$ cat config.mk
export PLATFORM = sky130hd
export DESIGN_NAME = odtc_term_ctrl
export DESIGN_NICKNAME = d
export VERILOG_FILES = /design/src/odtc_fix_note.sv /design/src/odtc_pkg.sv /design/src/odtc_delay_line.sv /design/src/odtc_term_ctrl.sv
export SDC_FILE = /design/constraint.sdc
export NUM_CORES = 1
export LEC_CHECK = 0
export BUFFER_PORTS_ARGS = -buffer_cell sky130_fd_sc_hd__buf_4
export CAP_MARGIN = 20
export CORE_AREA = 2 2 109 111
export DETAILED_ROUTE_END_ITERATION = 16
export DIE_AREA = 0 0 111 113
export GPL_ROUTABILITY_DRIVEN = 0
export GPL_TIMING_DRIVEN = 0
export HOLD_SLACK_MARGIN = 0.03
export PLACE_DENSITY = 0.59
export SLEW_MARGIN = 0
export SYNTH_ARGS = -nofsm -noshare
export SYNTH_HDL_FRONTEND = slang
export SYNTH_SLANG_ARGS = --single-unit
$ cat constraint.sdc
create_clock -name aclk -period 3.4 [get_ports aclk]
set_clock_uncertainty 0.1 [all_clocks]
set_input_delay 0.68 -clock aclk [delete_from_list [all_inputs] [get_ports aclk]]
set_output_delay 0.68 -clock aclk [all_outputs]
set_load 0.02 [all_outputs]
$ cat src/odtc_fix_note.sv
// spare source unit, holds no logic
`timescale 1ns/1ps
`default_nettype none
`default_nettype wire

$ cat src/odtc_pkg.sv
// constants and types shared by the termination timing control block
package odtc_pkg;
    // register bus
    localparam int ADDR_W = 4;
    localparam logic [ADDR_W-1:0] REG_CONTROL = 4'h0;
    localparam logic [ADDR_W-1:0] REG_STATUS = 4'h4;
    localparam logic [1:0] RESP_OKAY = 2'h0;
    localparam logic [1:0] RESP_SLVERR = 2'h2;
    // control register fields
    localparam int CAS_LAT_W = 5;
    localparam int ADD_LAT_W = 5;
    localparam int LAT_W = 6;
    localparam int CTL_CAS_LAT_LSB = 0;
    localparam int CTL_ADD_LAT_LSB = 5;
    localparam int CTL_NOM_EN = 10;
    localparam int CTL_WR_EN = 11;
    localparam int CTL_PD_DLL_SEL = 12;
    localparam logic [CAS_LAT_W-1:0] CAS_LAT_RESET = 5'h05;
    localparam logic [ADD_LAT_W-1:0] ADD_LAT_RESET = 5'h00;
    // status register fields
    localparam int STS_RTT_ON = 0;
    localparam int STS_ASYNC = 1;
    localparam int STS_SYNC = 2;
    localparam int STS_HOLD_VIOL = 3;
    // latency and hold figures, in clock cycles
    localparam logic [LAT_W-1:0] LAT_OFFSET = 6'h02;
    localparam int DELAY_DEPTH = 32;
    localparam logic [2:0] HOLD_SHORT_CYC = 3'h4;
    localparam logic [2:0] HOLD_LONG_CYC = 3'h6;
    // analog delays of the asynchronous mode
    localparam int CLK_PERIOD_PS = 100000;
    localparam int ASYNC_DELAY_MIN_PS = 2000;
    localparam int ASYNC_DELAY_MAX_PS = 8500;
    localparam int ASYNC_MIN_RAW =
        (ASYNC_DELAY_MIN_PS + CLK_PERIOD_PS - 1) / CLK_PERIOD_PS;
    localparam int ASYNC_MAX_RAW = ASYNC_DELAY_MAX_PS / CLK_PERIOD_PS;
    localparam int ASYNC_MIN_CYC = (ASYNC_MIN_RAW < 1) ? 1 : ASYNC_MIN_RAW;
    localparam int ASYNC_MAX_CYC = (ASYNC_MAX_RAW < 1) ? 1 : ASYNC_MAX_RAW;
    // termination timing modes
    typedef enum logic [1:0] {
        MODE_OFF = 2'h0,
        MODE_SYNC = 2'h1,
        MODE_ASYNC = 2'h3
    } odtc_mode_t;
endpackage

$ cat src/odtc_delay_line.sv
// pin history shift line with a selectable tap
`timescale 1ns/1ps
`default_nettype none
module odtc_delay_line
    import odtc_pkg::*;
#(
    parameter int DEPTH = DELAY_DEPTH
)
(
    input wire logic aclk,
    input wire logic aresetn,
    input wire logic din,
    input wire logic [LAT_W-1:0] tap,
    output logic dout
);
    typedef struct packed {
        logic [DEPTH-1:0] line;
    } odtc_dl_state_t;

    odtc_dl_state_t s_q;
    odtc_dl_state_t s_d;

    always_comb
    begin
        s_d = s_q;
        s_d.line = {s_q.line[DEPTH-2:0], din};
    end

    always_ff @(posedge aclk)
    begin
        if (!aresetn)
            s_q <= '0;
        else
            s_q <= s_d;
    end

    // tap n gives din as it was n-1 cycles ago
    always_comb
    begin
        if (tap <= LAT_W'(1))
            dout = din;
        else if (int'(tap) > DEPTH + 1)
            dout = s_q.line[DEPTH-1];
        else
            dout = s_q.line[int'(tap) - 2];
    end
endmodule
`default_nettype wire

$ cat src/odtc_term_ctrl.sv
// termination timing control with an AXI4-Lite register slave
`timescale 1ns/1ps
`default_nettype none
// Operation
// - in synchronous mode termination turns on write latency less 2 cycles after a high sample.
// - in synchronous mode termination turns off write latency less 2 cycles after a low sample.
// - turn-off starts and reaches high impedance around the end of the off latency.
// - turn-on leaves high impedance and is fully on around the end of the on latency.
// - termination runs asynchronously in dll-off precharge power-down and during dll relock.
// - in asynchronous mode the additive latency is not applied to the pin.
// - asynchronous turn-on starts no sooner than 2 ns and completes by 8.5 ns after a high sample; this block turns on one 100 ns clock cycle later.
// - asynchronous turn-off starts no sooner than 2 ns and completes by 8.5 ns after a low sample; this block turns off one 100 ns clock cycle later.
// - synchronous timing is used when the dll is on and locked and a termination is enabled, except in precharge power-down with the dll select bit clear.
module odtc_term_ctrl
    import odtc_pkg::*;
#(
    parameter int DEPTH = DELAY_DEPTH
)
(
    input wire logic aclk,
    input wire logic aresetn,
    input wire logic [ADDR_W-1:0] s_axi_awaddr,
    input wire logic s_axi_awvalid,
    output logic s_axi_awready,
    input wire logic [31:0] s_axi_wdata,
    input wire logic [3:0] s_axi_wstrb,
    input wire logic s_axi_wvalid,
    output logic s_axi_wready,
    output logic [1:0] s_axi_bresp,
    output logic s_axi_bvalid,
    input wire logic s_axi_bready,
    input wire logic [ADDR_W-1:0] s_axi_araddr,
    input wire logic s_axi_arvalid,
    output logic s_axi_arready,
    output logic [31:0] s_axi_rdata,
    output logic [1:0] s_axi_rresp,
    output logic s_axi_rvalid,
    input wire logic s_axi_rready,
    input wire logic termination_control_pin,
    input wire logic write_strobe,
    input wire logic burst_chop_four,
    input wire logic precharge_powerdown,
    input wire logic dll_enabled,
    input wire logic dll_locked,
    output logic termination_enable,
    output logic termination_async_mode
);
    typedef struct packed {
        logic pin_meta;
        logic pin_s;
        logic pin_prev;
        logic [CAS_LAT_W-1:0] cas_write_latency;
        logic [ADD_LAT_W-1:0] additive_latency;
        logic nominal_termination;
        logic write_termination;
        logic powerdown_dll_select_bit;
        logic hold_viol;
        logic [2:0] hold_left;
        odtc_mode_t mode;
        logic rtt;
        logic aw_full;
        logic [ADDR_W-1:0] aw_addr;
        logic w_full;
        logic [31:0] w_data;
        logic [3:0] w_strb;
        logic bvalid;
        logic [1:0] bresp;
        logic rvalid;
        logic [31:0] rdata;
        logic [1:0] rresp;
    } odtc_state_t;

    odtc_state_t s_q;
    odtc_state_t s_d;
    logic [LAT_W-1:0] term_on_latency;
    logic line_out;
    logic wr_go;
    logic [31:0] ctl_word;
    logic [31:0] ctl_new;
    logic [2:0] write_hold;

    function automatic logic [31:0] merge_strb(input logic [31:0] old_v,
        input logic [31:0] new_v, input logic [3:0] strb);
        logic [31:0] r;
        r = old_v;
        for (int i = 0; i < 4; i++)
        begin
            if (strb[i])
                r[i*8 +: 8] = new_v[i*8 +: 8];
        end
        return r;
    endfunction

    // write latency less 2, never below one cycle
    function automatic logic [LAT_W-1:0] latency_of(
        input logic [CAS_LAT_W-1:0] cas_lat,
        input logic [ADD_LAT_W-1:0] add_lat);
        logic [LAT_W-1:0] sum;
        sum = LAT_W'(cas_lat) + LAT_W'(add_lat);
        if (sum <= LAT_OFFSET + LAT_W'(1))
            return LAT_W'(1);
        return sum - LAT_OFFSET;
    endfunction

    assign term_on_latency = latency_of(s_q.cas_write_latency,
        s_q.additive_latency);

    odtc_delay_line #(
        .DEPTH(DEPTH)
    ) u_line (
        .aclk(aclk),
        .aresetn(aresetn),
        .din(s_q.pin_s),
        .tap(term_on_latency),
        .dout(line_out)
    );

    assign ctl_word = {19'h00000, s_q.powerdown_dll_select_bit,
        s_q.write_termination, s_q.nominal_termination,
        s_q.additive_latency, s_q.cas_write_latency};
    assign ctl_new = merge_strb(ctl_word, s_q.w_data, s_q.w_strb);
    assign wr_go = s_q.aw_full && s_q.w_full && !s_q.bvalid;
    assign write_hold = burst_chop_four ? HOLD_SHORT_CYC : HOLD_LONG_CYC;

    always_comb
    begin
        s_d = s_q;
        // pin sampler
        s_d.pin_meta = termination_control_pin;
        s_d.pin_s = s_q.pin_meta;
        s_d.pin_prev = s_q.pin_s;
        // mode select
        if (!(s_q.nominal_termination || s_q.write_termination))
            s_d.mode = MODE_OFF;
        else if (precharge_powerdown && !s_q.powerdown_dll_select_bit)
            s_d.mode = MODE_ASYNC;
        else if (dll_enabled && !dll_locked)
            s_d.mode = MODE_ASYNC;
        else if (dll_enabled)
            s_d.mode = MODE_SYNC;
        else
            s_d.mode = MODE_OFF;
        // termination state
        case (s_q.mode)
            MODE_SYNC: s_d.rtt = line_out;
            MODE_ASYNC: s_d.rtt = s_q.pin_s;
            MODE_OFF: s_d.rtt = 1'b0;
            default: s_d.rtt = 1'b0;
        endcase
        // minimum high time tracking
        if (s_q.hold_left != 3'h0)
            s_d.hold_left = s_q.hold_left - 3'h1;
        if (s_q.pin_s && !s_q.pin_prev)
            s_d.hold_left = HOLD_SHORT_CYC - 3'h1;
        if (s_q.pin_s && write_strobe
            && (write_hold - 3'h1) > s_d.hold_left)
            s_d.hold_left = write_hold - 3'h1;
        // write address and data, taken in either order
        if (s_axi_awvalid && s_axi_awready)
        begin
            s_d.aw_full = 1'b1;
            s_d.aw_addr = s_axi_awaddr;
        end
        if (s_axi_wvalid && s_axi_wready)
        begin
            s_d.w_full = 1'b1;
            s_d.w_data = s_axi_wdata;
            s_d.w_strb = s_axi_wstrb;
        end
        if (wr_go)
        begin
            s_d.aw_full = 1'b0;
            s_d.w_full = 1'b0;
            s_d.bvalid = 1'b1;
            s_d.bresp = RESP_OKAY;
            case (s_q.aw_addr)
                REG_CONTROL:
                begin
                    s_d.cas_write_latency =
                        ctl_new[CTL_CAS_LAT_LSB +: CAS_LAT_W];
                    s_d.additive_latency =
                        ctl_new[CTL_ADD_LAT_LSB +: ADD_LAT_W];
                    s_d.nominal_termination = ctl_new[CTL_NOM_EN];
                    s_d.write_termination = ctl_new[CTL_WR_EN];
                    s_d.powerdown_dll_select_bit =
                        ctl_new[CTL_PD_DLL_SEL];
                end
                REG_STATUS:
                begin
                    if (s_q.w_strb[0] && s_q.w_data[STS_HOLD_VIOL])
                        s_d.hold_viol = 1'b0;
                end
                default: s_d.bresp = RESP_SLVERR;
            endcase
        end
        else if (s_q.bvalid && s_axi_bready)
            s_d.bvalid = 1'b0;
        // early release seen on the pin; set wins over clear
        if (!s_q.pin_s && s_q.pin_prev && s_q.hold_left != 3'h0)
            s_d.hold_viol = 1'b1;
        // read channel
        if (s_axi_arvalid && s_axi_arready)
        begin
            s_d.rvalid = 1'b1;
            s_d.rresp = RESP_OKAY;
            case (s_axi_araddr)
                REG_CONTROL: s_d.rdata = ctl_word;
                REG_STATUS:
                begin
                    s_d.rdata = 32'h00000000;
                    s_d.rdata[STS_RTT_ON] = s_q.rtt;
                    s_d.rdata[STS_ASYNC] = (s_q.mode == MODE_ASYNC);
                    s_d.rdata[STS_SYNC] = (s_q.mode == MODE_SYNC);
                    s_d.rdata[STS_HOLD_VIOL] = s_q.hold_viol;
                end
                default:
                begin
                    s_d.rdata = 32'h00000000;
                    s_d.rresp = RESP_SLVERR;
                end
            endcase
        end
        else if (s_q.rvalid && s_axi_rready)
            s_d.rvalid = 1'b0;
    end

    always_ff @(posedge aclk)
    begin
        if (!aresetn)
        begin
            s_q <= '0;
            s_q.cas_write_latency <= CAS_LAT_RESET;
            s_q.additive_latency <= ADD_LAT_RESET;
            s_q.mode <= MODE_OFF;
        end
        else
            s_q <= s_d;
    end

    assign s_axi_awready = !s_q.aw_full;
    assign s_axi_wready = !s_q.w_full;
    assign s_axi_bvalid = s_q.bvalid;
    assign s_axi_bresp = s_q.bresp;
    assign s_axi_arready = !s_q.rvalid;
    assign s_axi_rvalid = s_q.rvalid;
    assign s_axi_rdata = s_q.rdata;
    assign s_axi_rresp = s_q.rresp;
    assign termination_enable = s_q.rtt;
    assign termination_async_mode = (s_q.mode == MODE_ASYNC);

    // helper: cycles the sampled pin has kept its level
    logic [5:0] stable_cnt_q;
    always_ff @(posedge aclk)
    begin
        if (!aresetn)
            stable_cnt_q <= 6'h00;
        else if (s_q.pin_s != s_q.pin_prev)
            stable_cnt_q <= 6'h00;
        else if (stable_cnt_q != 6'h3F)
            stable_cnt_q <= stable_cnt_q + 6'h01;
    end

    localparam int ASYNC_DLY = ASYNC_MAX_CYC;

    a_sync_turn_on: assert property (@(posedge aclk) disable iff (!aresetn)
        $past(s_q.mode) == MODE_SYNC && s_q.pin_s
        && s_q.pin_s == s_q.pin_prev
        && {1'b0, stable_cnt_q} + 7'h01 >= {1'b0, term_on_latency}
        && $stable(term_on_latency) |-> s_q.rtt)
        else $error("termination not on after on latency");
    a_sync_turn_off: assert property (@(posedge aclk) disable iff (!aresetn)
        $past(s_q.mode) == MODE_SYNC && !s_q.pin_s
        && s_q.pin_s == s_q.pin_prev
        && {1'b0, stable_cnt_q} + 7'h01 >= {1'b0, term_on_latency}
        && $stable(term_on_latency) |-> !s_q.rtt)
        else $error("termination not off after off latency");
    a_off_not_early: assert property (@(posedge aclk) disable iff (!aresetn)
        s_q.mode == MODE_SYNC && s_q.rtt && !s_q.pin_s
        && s_q.pin_prev && term_on_latency > 6'h02
        && $stable(term_on_latency) |=> s_q.rtt)
        else $error("termination dropped before off latency");
    a_on_not_early: assert property (@(posedge aclk) disable iff (!aresetn)
        s_q.mode == MODE_SYNC && !s_q.rtt && s_q.pin_s
        && !s_q.pin_prev && term_on_latency > 6'h02
        && $stable(term_on_latency) |=> !s_q.rtt)
        else $error("termination rose before on latency");
    a_async_select: assert property (@(posedge aclk) disable iff (!aresetn)
        (s_q.nominal_termination || s_q.write_termination)
        && ((precharge_powerdown && !s_q.powerdown_dll_select_bit)
        || (dll_enabled && !dll_locked))
        |=> termination_async_mode)
        else $error("asynchronous mode not selected");
    a_async_no_al: assert property (@(posedge aclk) disable iff (!aresetn)
        s_q.mode == MODE_ASYNC && $past(s_q.mode) == MODE_ASYNC
        |-> s_q.rtt == $past(s_q.pin_s))
        else $error("asynchronous path delayed by latency");
    a_async_on: assert property (@(posedge aclk) disable iff (!aresetn)
        s_q.mode == MODE_ASYNC && s_q.pin_s && !s_q.pin_prev
        ##ASYNC_DLY s_q.mode == MODE_ASYNC |-> s_q.rtt)
        else $error("asynchronous turn-on late");
    a_async_off: assert property (@(posedge aclk) disable iff (!aresetn)
        s_q.mode == MODE_ASYNC && !s_q.pin_s && s_q.pin_prev
        ##ASYNC_DLY s_q.mode == MODE_ASYNC |-> !s_q.rtt)
        else $error("asynchronous turn-off late");
    a_sync_select: assert property (@(posedge aclk) disable iff (!aresetn)
        dll_enabled && dll_locked
        && (s_q.nominal_termination || s_q.write_termination)
        && !(precharge_powerdown && !s_q.powerdown_dll_select_bit)
        && !wr_go |=> s_q.mode == MODE_SYNC)
        else $error("synchronous mode not selected");
    a_hold_flag: assert property (@(posedge aclk) disable iff (!aresetn)
        !s_q.pin_s && s_q.pin_prev && s_q.hold_left != 3'h0
        |=> s_q.hold_viol [*2])
        else $error("early release not flagged");

    c_sync_on: cover property (@(posedge aclk) disable iff (!aresetn)
        s_q.mode == MODE_SYNC && $rose(s_q.rtt));
    c_async_on: cover property (@(posedge aclk) disable iff (!aresetn)
        s_q.mode == MODE_ASYNC && $rose(s_q.rtt));
    c_hold_viol: cover property (@(posedge aclk) disable iff (!aresetn)
        $rose(s_q.hold_viol));
endmodule
`default_nettype wire

==> run_results.csv <==
group,metric,value,unit
synthesis,syn_inst,488,
clocking,cts_buffers,9,
synthesis,synth_seq_cells,92,
floorplanning,start_util,0.394,
routing,avgRoutedWirePerCell,13.4,µm
routing,routed_wl,9.77,mm
cells_and_area,final_cell_mix,"98 x buf_4, 89 x dfxtp_1, 70 x nand2_1",
synthesis,synthFlopType,"dfxtp_1",
placement,portBuffers,55,
timing,drv_slew,0,
global_route,antenna_found_initial,0,
clocking,cts_max_path_buffers,2,
clocking,tritoncts,"built",
placement,dpl.hpwl,7.33,mm
pwr,ir_drop,0.280,mV
cells_and_area,seq_area,0.00185,mm²
floorplanning,core_area,0.0113,mm²
placement,dp_cells,706,
clocking,cts_max_level,3,
cells_and_area,final_core_util,0.493,
pwr,intPower,0.00195,W
timing,min_period_over_period,0.970,
synthesis,synth-warning-count,0,
pwr,powerDensity,466,mW/mm²
clocking,insertion_delay,0.35,ns
pwr,seqPwrFrac,0.439,
critical_path,cp-start-kind,"register",
timing,tightest_slew,1.06,ns
synthesis,async_flop_share,0,
cells_and_area,drive_gt1_frac,0.261,
run,cap_violations,0,
timing,timing.slew.headroom,0.289,
timing,final_hold_viol_count,0,
pwr,swShare,0.247,
global_route,first_global_vias,3431,
pwr,p_sw,0.000641,W
hold_path,min_path_type,"reg -> reg",
critical_path,worst-path-max-fanout,7,
routing,drcViolationCount,0,
global_route,gr-total-overflow,0,
routing,via_count,3430,
floorplanning,rows,39,
routing,drt_iter0_drc,83,
hold_path,hold_start,"s_d[101]",
synthesis,synth.avg_cell_area,9.09,µm²
pwr,power_leakage,2.46,nW
clocking,path_clk_slew,0.07,ns
cells_and_area,synthToLayoutAreaGrowth,25.3,%
timing,setup-violations-final,0,
synthesis,synth_top_area_cell,"dfxtp_1",
synthesis,synth_edf_count,0,
cells_and_area,finalNonFillerCells,729,
run_status,status,"finished, final reports clean",
synthesis,yosysSeqAreaShare,0.415,
floorplanning,ios,100,
global_route,grt_max_degree,16,
cells_and_area,fin_nets,650,
global_route,track_usage,0.160,
synthesis,synth_top_area_frac,0.415,
cells_and_area,fillCellCount,1073,
floorplanning,dieArea,0.0125,mm²
floorplanning,die-height,113,µm
pwr,comb_power_share,0.139,
critical_path,cp-end-kind,"register",
floorplanning,die_w,111,µm
synthesis,synth.cell_area,0.00444,mm²
critical_path,r2r-start,"ctl_word[0]",
routing,vias_per_cell,4.71,
synthesis,ys_types,65,
routing,ant_nets,0,
clocking,ctsHoldBuffers,0,
cells_and_area,multi_input_area,0.00228,mm²
global_route,grt_pass1_wl,16.0,mm
cells_and_area,diodes,0,
cells_and_area,layout_commonest_cell,"buf_4",
clocking,cts.sinks,92,
critical_path,worstPathArrival,3.45,ns
synthesis,synthTopCellsByArea,"dfxtp_1 41%, buf_4 6.1%, nand2_1 5.9%, and2_1 5.5%, a21boi_0 4.7%",
routing,firstDrtPassIters,4,
timing,max_freq,0.303,GHz
timing,layout_min_cycle_time,3.30,ns
critical_path,critPathRequiredTime,3.55,ns
clocking,clock-root-buffer,"clkbuf_16",
pwr,pwr-share-clk,0.422,
critical_path,crit_type,"reg -> reg",
critical_path,critPathLaunch,"ctl_word[0]",
-- cell usage after synthesis, types with 4 or more instances --
library cell	instances
nand3_1	8
a22oi_1	12
mux2i_1	17
nand2_1	70
dfxtp_1	92
mux2_2	5
and2_1	39
o21ai_0	7
a21boi_0	28
buf_4	36
clkbuf_1	16
nor2_1	18
ha_1	11
o21a_1	4
o22a_1	4
inv_1	16
nor2b_1	25
a21oi_1	9
nor3_1	4
-- per-stage QoR --
| step | setup TNS (ns) | cell area [µm²] | hold slack, ns | setup slack [ns] | power [W] |
|---|---|---|---|---|---|
| 3_5_place_dp | -0.280 | 5120 | 0.321 | -0.280 | 0.00152 |
| 2_1_floorplan | 0 | 4530 | 0.312 | 0.0429 | 0.00142 |
| 4_1_cts | 0 | 5510 | 0.337 | 0.0543 | 0.00262 |
| 5_1_grt | -0.00336 | 5560 | 0.358 | -0.00336 | 0.00272 |
| 3_3_place_gp | -0.272 | 5120 | 0.318 | -0.272 | 0.00150 |
| 6_report | 0 | 5560 | 0.333 | 0.102 | 0.00259 |
-- cell families (layout without fill, tap and decap cells) --
family          count (synthesis)  after routing  synth area share
xor+xnor                        4              4            0.0118
fa+ha+maj                      12             12            0.0355
mux                            24             24            0.0612
flops                          92             92             0.415
other cells                     1             21          0.000845
simple gates                  183            183             0.211
compound gates                 97             97             0.164
buf+inv                        75            153             0.100
-- timing repair --
| item | 4_1_cts | 5_1_grt |
|---|---|---|
| setup buffers | 1 | 6 |
| cloned | 0 | 0 |
| setup endpoints to repair | 1 | 1 |
| pin swaps | 1 | 2 |
| gates resized for setup | 12 | 3 |
-- routing by layer --
layer  track usage  share of wire  up-vias
met2         0.270           0.47       77
li1              -              -     1787
met4        0.0600          0.016        0
met3        0.0482          0.052       11
met1         0.194           0.46     1555
met5             0              0        -
-- cell type report --
cell class	count	area share
multi-input combinational	341	0.410
sequential	92	0.332
timing repair buffer	62	0.0837
buffer	58	0.0698
clock buffer	11	0.0437
tap	143	0.0322
clock inverter	5	0.0151
inverter	17	0.0133
-- power by group through the flow --
stage	combinational, W	sequential, W	clock [W]
after floorplan	0.000266	0.00116	0
after global placement	0.000344	0.00116	0
after detailed placement	0.000358	0.00116	0
after CTS	0.000363	0.00114	0.00112
after global routing	0.000410	0.00114	0.00117
final	0.000361	0.00114	0.00109
-- critical path, cell delays in order, from the launching register on --
cell	delay, ns
dfxtp_2	0.34
ha_2	0.20
fa_2	0.40
or2_2	0.32
o21ai_2	0.14
nand2_4	0.13
nand2_1	0.13
ha_4	0.23
inv_4	0.07
mux4_2	0.50
o31a_2	0.13
mux2i_1	0.17
nor4_1	0.07
a211o_1	0.26
-- state kept, by name, indices dropped and copies added, names as in the netlist, 2 cells and up --
signal and flops:
s_q 27, s_d 2, s_axi_rdata 13, ctl_word 13, u_line.s_q 32
-- path summary, 6_finish.rpt --
path | to | slack [ns] | cells after the start
max | termination_enable | 0.10 | 13
min | s_d[100] | 0.33 | 1
max reg2reg | termination_enable | 0.10 | 13
min reg2reg | s_d[100] | 0.33 | 1
No activity file was read; power rests on OpenSTA's default activity.
